**src/hdl/srm_pkg.sv**
```systemverilog
`default_nettype none
package srm_pkg;
    localparam int unsigned CLK_HZ        = 250_000_000;
    localparam int unsigned BAUD_BPS      = 9600;
    localparam int unsigned BIT_CYC       = CLK_HZ / BAUD_BPS;
    localparam int unsigned HALF_CYC      = BIT_CYC / 2;
    localparam int unsigned DATA_BITS     = 8;
    localparam int unsigned STOP_BITS     = 1;
    localparam int unsigned FIFO_DEPTH    = 16;
    localparam logic [7:0]  CMD_ENTER     = 8'h80;
    localparam logic [7:0]  CMD_EXIT      = 8'h81;
    localparam logic [7:0]  ACK_BYTE      = 8'h21;
    localparam logic        MODE_LOCAL    = 1'b0;
    localparam logic        MODE_REMOTE   = 1'b1;
    localparam logic [15:0] BIT_CNT_LAST  = 16'(BIT_CYC - 1);
    localparam logic [15:0] HALF_CNT_LAST = 16'(HALF_CYC - 1);
    localparam logic [3:0]  LAST_DATA_BIT = 4'(DATA_BITS - 1);
    typedef enum logic [1:0] {RX_IDLE, RX_START, RX_DATA, RX_STOP} srm_rx_t;
    typedef enum logic [1:0] {TX_IDLE, TX_START, TX_DATA, TX_STOP} srm_tx_t;
endpackage
`default_nettype wire

```
**src/hdl/srm_fifo.sv**
```systemverilog
`default_nettype none
module srm_fifo
    import srm_pkg::*;
#(
    parameter int unsigned WIDTH = 8,
    parameter int unsigned DEPTH = 16
)(
    input  wire logic             clk,
    input  wire logic             rst,
    input  wire logic [WIDTH-1:0] in_data,
    input  wire logic             in_valid,
    output logic                  in_ready,
    output logic      [WIDTH-1:0] out_data,
    output logic                  out_valid,
    input  wire logic             out_ready
);
    localparam int unsigned AW = $clog2(DEPTH);
    logic [WIDTH-1:0] mem_ff [DEPTH];
    logic [AW:0]      wr_ptr_ff;
    logic [AW:0]      rd_ptr_ff;
    wire              do_wr = in_valid && in_ready;
    wire              do_rd = out_valid && out_ready;
    // full when pointers differ only in wrap bit
    assign in_ready  = (wr_ptr_ff ^ rd_ptr_ff) != {1'b1, {AW{1'b0}}};
    assign out_valid = wr_ptr_ff != rd_ptr_ff;
    assign out_data  = mem_ff[rd_ptr_ff[AW-1:0]];
    always_ff @(posedge clk)
    begin
        if (rst)
        begin
            wr_ptr_ff <= '0;
            rd_ptr_ff <= '0;
        end
        else
        begin
            if (do_wr)
                wr_ptr_ff <= wr_ptr_ff + 1'b1;
            if (do_rd)
                rd_ptr_ff <= rd_ptr_ff + 1'b1;
        end
    end
    always_ff @(posedge clk)
    begin
        if (do_wr)
            mem_ff[wr_ptr_ff[AW-1:0]] <= in_data;
    end
endmodule
`default_nettype wire

```
**src/hdl/srm_top.sv**
```systemverilog
`default_nettype none
module srm_top
    import srm_pkg::*;
#(
    parameter int unsigned BIT_CYCLES = BIT_CYC
)(
    input  wire logic CORE_CLK,
    input  wire logic SYS_RST,
    input  wire logic RXD,
    output logic      TXD,
    output logic      REMOTE_MODE,
    output logic      FRAME_ERR
);
    // rx input sync
    logic        rx_meta_ff;
    logic        rx_sync_ff;
    srm_rx_t     rx_st_ff;
    logic [15:0] rx_cnt_ff;
    logic [3:0]  rx_bit_ff;
    logic [7:0]  rx_sh_ff;
    logic        rx_done_ff;
    logic        ferr_ff;
    logic        mode_ff;
    logic        ack_push_ff;
    srm_tx_t     tx_st_ff;
    logic [15:0] tx_cnt_ff;
    logic [3:0]  tx_bit_ff;
    logic [7:0]  tx_sh_ff;
    logic        txd_ff;
    logic        fifo_in_ready;
    logic [7:0]  fifo_out_data;
    logic        fifo_out_valid;

    // bit time open to scaling so a bench run stays short; default is the real rate
    localparam logic [15:0] BIT_LAST  = 16'(BIT_CYCLES - 1);
    localparam logic [15:0] HALF_LAST = 16'(BIT_CYCLES / 2 - 1);

    wire rx_tick      = rx_cnt_ff == BIT_LAST;
    wire rx_half      = rx_cnt_ff == HALF_LAST;
    wire tx_tick      = tx_cnt_ff == BIT_LAST;
    wire is_enter     = rx_done_ff && rx_sh_ff == CMD_ENTER;
    wire is_exit      = rx_done_ff && rx_sh_ff == CMD_EXIT;
    // only a real change of the flag is acknowledged
    wire go_remote    = is_enter && mode_ff == MODE_LOCAL;
    wire go_local     = is_exit && mode_ff == MODE_REMOTE;
    wire tx_take      = tx_st_ff == TX_IDLE && fifo_out_valid;
    wire fifo_ready_w = tx_take;

    always_ff @(posedge CORE_CLK)
    begin
        if (SYS_RST)
        begin
            rx_meta_ff <= 1'b1;
            rx_sync_ff <= 1'b1;
        end
        else
        begin
            rx_meta_ff <= RXD;
            rx_sync_ff <= rx_meta_ff;
        end
    end

    // receiver: sample at mid bit, no parity
    always_ff @(posedge CORE_CLK)
    begin
        if (SYS_RST)
        begin
            rx_st_ff   <= RX_IDLE;
            rx_cnt_ff  <= '0;
            rx_bit_ff  <= '0;
            rx_sh_ff   <= '0;
            rx_done_ff <= 1'b0;
            ferr_ff    <= 1'b0;
        end
        else
        begin
            rx_done_ff <= 1'b0;
            unique case (rx_st_ff)
                RX_IDLE:
                begin
                    rx_cnt_ff <= '0;
                    if (!rx_sync_ff)
                        rx_st_ff <= RX_START;
                end
                RX_START:
                begin
                    rx_cnt_ff <= rx_cnt_ff + 16'h0001;
                    if (rx_half)
                    begin
                        rx_cnt_ff <= '0;
                        rx_bit_ff <= '0;
                        // glitch shorter than half a bit is dropped
                        rx_st_ff  <= rx_sync_ff ? RX_IDLE : RX_DATA;
                    end
                end
                RX_DATA:
                begin
                    rx_cnt_ff <= rx_tick ? 16'h0000 : rx_cnt_ff + 16'h0001;
                    if (rx_tick)
                    begin
                        rx_sh_ff  <= {rx_sync_ff, rx_sh_ff[7:1]};
                        rx_bit_ff <= rx_bit_ff + 4'h1;
                        if (rx_bit_ff == LAST_DATA_BIT)
                            rx_st_ff <= RX_STOP;
                    end
                end
                RX_STOP:
                begin
                    rx_cnt_ff <= rx_tick ? 16'h0000 : rx_cnt_ff + 16'h0001;
                    if (rx_tick)
                    begin
                        rx_st_ff   <= RX_IDLE;
                        rx_done_ff <= rx_sync_ff;
                        ferr_ff    <= !rx_sync_ff;
                    end
                end
            endcase
        end
    end

    // mode flag and acknowledge request
    always_ff @(posedge CORE_CLK)
    begin
        if (SYS_RST)
        begin
            mode_ff     <= MODE_LOCAL;
            ack_push_ff <= 1'b0;
        end
        else
        begin
            ack_push_ff <= 1'b0;
            if (go_remote)
            begin
                mode_ff     <= MODE_REMOTE;
                ack_push_ff <= fifo_in_ready;
            end
            else if (go_local)
            begin
                mode_ff     <= MODE_LOCAL;
                ack_push_ff <= fifo_in_ready;
            end
        end
    end

    srm_fifo #(
        .WIDTH (8),
        .DEPTH (FIFO_DEPTH)
    ) u_fifo (
        .clk       (CORE_CLK),
        .rst       (SYS_RST),
        .in_data   (ACK_BYTE),
        .in_valid  (ack_push_ff),
        .in_ready  (fifo_in_ready),
        .out_data  (fifo_out_data),
        .out_valid (fifo_out_valid),
        .out_ready (fifo_ready_w)
    );

    // transmitter: start, eight data lsb first, one stop
    always_ff @(posedge CORE_CLK)
    begin
        if (SYS_RST)
        begin
            tx_st_ff  <= TX_IDLE;
            tx_cnt_ff <= '0;
            tx_bit_ff <= '0;
            tx_sh_ff  <= '0;
            txd_ff    <= 1'b1;
        end
        else
        begin
            tx_cnt_ff <= (tx_tick || tx_st_ff == TX_IDLE) ? 16'h0000 : tx_cnt_ff + 16'h0001;
            unique case (tx_st_ff)
                TX_IDLE:
                begin
                    txd_ff <= 1'b1;
                    if (tx_take)
                    begin
                        tx_sh_ff <= fifo_out_data;
                        txd_ff   <= 1'b0;
                        tx_st_ff <= TX_START;
                    end
                end
                TX_START:
                    if (tx_tick)
                    begin
                        txd_ff    <= tx_sh_ff[0];
                        tx_sh_ff  <= {1'b0, tx_sh_ff[7:1]};
                        tx_bit_ff <= '0;
                        tx_st_ff  <= TX_DATA;
                    end
                TX_DATA:
                    if (tx_tick)
                    begin
                        tx_bit_ff <= tx_bit_ff + 4'h1;
                        if (tx_bit_ff == LAST_DATA_BIT)
                        begin
                            txd_ff   <= 1'b1;
                            tx_st_ff <= TX_STOP;
                        end
                        else
                        begin
                            txd_ff   <= tx_sh_ff[0];
                            tx_sh_ff <= {1'b0, tx_sh_ff[7:1]};
                        end
                    end
                TX_STOP:
                    if (tx_tick)
                        tx_st_ff <= TX_IDLE;
            endcase
        end
    end

    assign TXD         = txd_ff;
    assign REMOTE_MODE = mode_ff;
    assign FRAME_ERR   = ferr_ff;
endmodule
`default_nettype wire

```
**config.mk**
```make
export PLATFORM = sky130hd
export DESIGN_NAME = srm_top
export DESIGN_NICKNAME = d
export VERILOG_FILES = /design/src/hdl/srm_pkg.sv /design/src/hdl/srm_fifo.sv /design/src/hdl/srm_top.sv
export SDC_FILE = /design/constraint.sdc
export NUM_CORES = 1
export LEC_CHECK = 0
export BUFFER_PORTS_ARGS = -buffer_cell sky130_fd_sc_hd__buf_2
export CAP_MARGIN = 20
export CORE_MARGIN = 10
export CORE_UTILIZATION = 50
export CTS_CLUSTER_SIZE = 30
export DETAILED_ROUTE_END_ITERATION = 6
export PLACE_DENSITY = 0.66
export SLEW_MARGIN = 0
export SYNTH_ARGS = -nofsm -noshare
export SYNTH_HDL_FRONTEND = slang
export SYNTH_SLANG_ARGS = --single-unit
```
**constraint.sdc**
```tcl
create_clock -name CORE_CLK -period 2.55 [get_ports CORE_CLK]
set_input_delay 0.3825 -clock CORE_CLK [delete_from_list [all_inputs] [get_ports CORE_CLK]]
set_output_delay 0.3825 -clock CORE_CLK [all_outputs]
set_load 0.005 [all_outputs]
```
==> reports/results.ini <==
[outcome]
outcome=complete, no violations

[critical_path]
path_max_fanout=7
critical_path.startpoint_type=register
crit_required_ns=2.84
worstSetupEndpointType=register
worst-setup-path-type=register to register
critPathArrivalTime_ns=2.49

[power]
power_report.internal_total_mw=1.833
p_seq_share_pct=48.9
power.net_switching_mw=0.7044
power.density_nw_per_um2=669.0
switching_share_pct=27.77
irDropWorstVdd_mv=0.2726
pleak_nw=1.399
combinationalPowerShare_pct=14.3
power_frac_clock_pct=36.8

[floorplan]
core_area_sq_um=6794
initial_utilization_pct=51.33
floorplan.die_area_sq_um=10710
fp.dieW_um=103.5
num_io_pins=6
die_height_um=103.5
placementRows=30

[synthesis]
syn-mean-instance-area_sq_um=8.941
synth_adder_area_share_pct=4.306
post_synth_instance_area_sq_um=3487
synth_cells=390
synth_top_family_by_area=simple AND/OR/NAND/NOR gates
synth.yosys.seq_area_share_pct=43.06
yosys.cell_types.count=49
post_synth_mux_area_share_pct=3.732
synthesis.yosys.warnings=0
synth_fp_nets=405
synth_xor_area_share_pct=10.80
synthSimpleGateAreaFrac_pct=26.77
post_synthesis_sequential_element_count=75
synth_compound_area_share_pct=7.643

[finish]
final-seq-area_sq_um=1501
count_of_antenna_diodes_in_the_layout=0
syn2layout_area_growth_pct=8.755
post-route-util_pct=55.82
most_common_cell_after_layout_fill_and_taps_aside=sky130_fd_sc_hd__dfxtp_1
finish.cell_count_without_fillers=497
area_occupied_by_multi_input_gates_sq_um=1857
fill_cells=626
nNetsFinal=411
final_cell_mix=sky130_fd_sc_hd__dfxtp_1 (75), sky130_fd_sc_hd__nor2_1 (69), sky130_fd_sc_hd__xor2_1 (23)
drive_above_1_share_pct=8.978

[placed_design]
final_hpwl_from_detailed_placement_mm=4.062
io_buffers=5
finalWeightedCongestion=0.7771
place_worst_setup_slack_ns=0.3445
place.detailed.instances=481

[route]
drt-wirelength-per-cell_um=11.85
via_per_inst=5.169
detailedRoute.firstPassIterationCount=4
detail_route.wirelength_mm=5.890
drc=0
detailroute.via_count=2569
ant_nets=0
initial_drt_markers=78

[clocking]
worstSkewPairLatency_ns=0.35
number_of_h_tree_branching_levels=3
numCtsBuffers=9
clkSinkCount=75
clk_transition_reported_paths_ns=0.08
tritoncts=built
cts.repair.resized=0
holdBufCountCts=0
max-clock-path-buffers=2
clockRootBuffer=sky130_fd_sc_hd__clkbuf_8
post_cts_buffers=0

[timing]
timing.final.setup_violations=0
finalMaxSlewViolations=0
setup_slack_ns=0.3429
period_minus_slack_ns=2.207
setup_total_negative_slack_ns=0
clock-skew-final_ns=0.009237
grt_setup_unrepaired=false
tightest_slew_ns=0.5759
worst_hold_slack_ns=0.2042
max_freq_ghz=0.4531
timing.final.hold_violations=0
timing.slew.headroom_pct=61.06
period_share_pct=86.55

[flow_run]
maxCapViolations=0

[global_routing]
first_pass_grt_wire_length_mm=10.05
global_route_overflow=0
antenna_found_initial=0
grt_max_degree=26
via_count_of_the_first_global_routing_pass=2275
grt.total_usage_pct=10.84

[hold_path]
hold_path.class=input pin to register

[routing by layer]
metal / global-route usage [%] / vias to the layer above / wire length [um]
met1: 13.48 / 1169 / 2915
li1: - / 1351 / -
met4: 6.048 / 0 / 132
met2: 16.89 / 32 / 2662
met3: 2.416 / 17 / 180
met5: 0 / - / 0
[flip-flops by register name (all words and copies together) (netlist names), 2 cells and up, named ones only]
register	cells
u_fifo.rd_ptr_ff	5
rx_cnt_ff	16
u_fifo.wr_ptr_ff	5
rx_sh_ff	8
tx_bit_ff	4
tx_sh_ff	6
rx_bit_ff	4
tx_cnt_ff	16
tx_st_ff	2
[worst max-delay path: stages, from the launching register on]
cell and delay (ns):
sky130_fd_sc_hd__dfxtp_1 0.34, sky130_fd_sc_hd__inv_1 0.07, sky130_fd_sc_hd__ha_1 0.13, sky130_fd_sc_hd__or4b_1 0.49, sky130_fd_sc_hd__nor4_4 0.44, sky130_fd_sc_hd__o22ai_2 0.19, sky130_fd_sc_hd__or3_1 0.37, sky130_fd_sc_hd__a21oi_1 0.11
[cells by family after synthesis]
logic type                 Yosys count
DFF                                 75
buffers and inverters               28
muxes                               13
xor gates and xnor gates            43
AOI/OAI and AO/OA                   46
and+or+nand+nor                    173
adders and majority gates           12
[final cells by class]
cell class / instances / share of cell area, %
clock inverters: 5 / 1.617
clock buffers: 11 / 3.728
flip-flops and latches: 75 / 39.59
multi-input cells: 287 / 48.96
inverters: 13 / 1.287
well taps: 96 / 3.167
repair buffers: 10 / 1.650
[power by group through the flow]
| stage | registers [mW] | logic, mW | clock network, mW |
|---|---|---|---|
| 6_report | 1.24 | 0.364 | 0.933 |
| 3_3_place_gp | 1.27 | 0.359 | 0 |
| 4_1_cts | 1.24 | 0.364 | 0.951 |
| 5_1_grt | 1.25 | 0.403 | 1.00 |
| 3_5_place_dp | 1.27 | 0.359 | 0 |
| 2_1_floorplan | 1.26 | 0.286 | 0 |
[synth_stat cells (all sizes together)]
cell	number	share of area (%)
inv	13	1.4
nor3	6	0.86
nand4b	1	0.25
a41oi	1	0.25
nor4	4	1.6
o21bai	1	0.22
buf	6	1.0
nor2b	1	0.18
clkbuf	9	1.3
a211oi	1	0.22
o211ai	2	0.43
and4	6	1.5
or2	6	1.1
and4b	2	0.57
nor2	69	7.4
nor3b	2	0.43
xnor2	20	5.0
o22a	1	0.29
nand3b	3	0.75
a22oi	1	0.22
o21ai	18	2.6
mux2i	13	3.7
nand2	19	2.0
o22ai	2	0.54
nand2b	5	0.90
nor4bb	2	0.57
dfxtp	75	43
nand3	19	2.7
or4bb	1	0.32
ha	12	4.3
and3	5	0.90
nand4	11	2.0
or4b	3	1.1
a311oi	1	0.25
nor4b	2	0.50
or3	5	0.90
or4	1	0.22
xor2	23	5.8
o31ai	1	0.22
a21oi	17	2.4
[worst paths after layout]
path,from,end,slack (ns),cells after the start
hold reg to reg,rx_meta_ff,rx_sync_ff,0.42,1
hold / removal,RXD,rx_meta_ff,0.20,2
setup reg to reg,tx_cnt_ff[0],tx_sh_ff[5],0.34,7
setup / recovery,tx_cnt_ff[0],tx_sh_ff[5],0.34,7
[per-stage QoR]
step	total power, mW	cell area [sq um]
after floorplan	1.547	3487
after global placement	1.625	3590
after detailed placement	1.626	3590
after CTS	2.555	3792
after global routing	2.652	3792
final	2.537	3792
(Power assumes the default switching activity.)
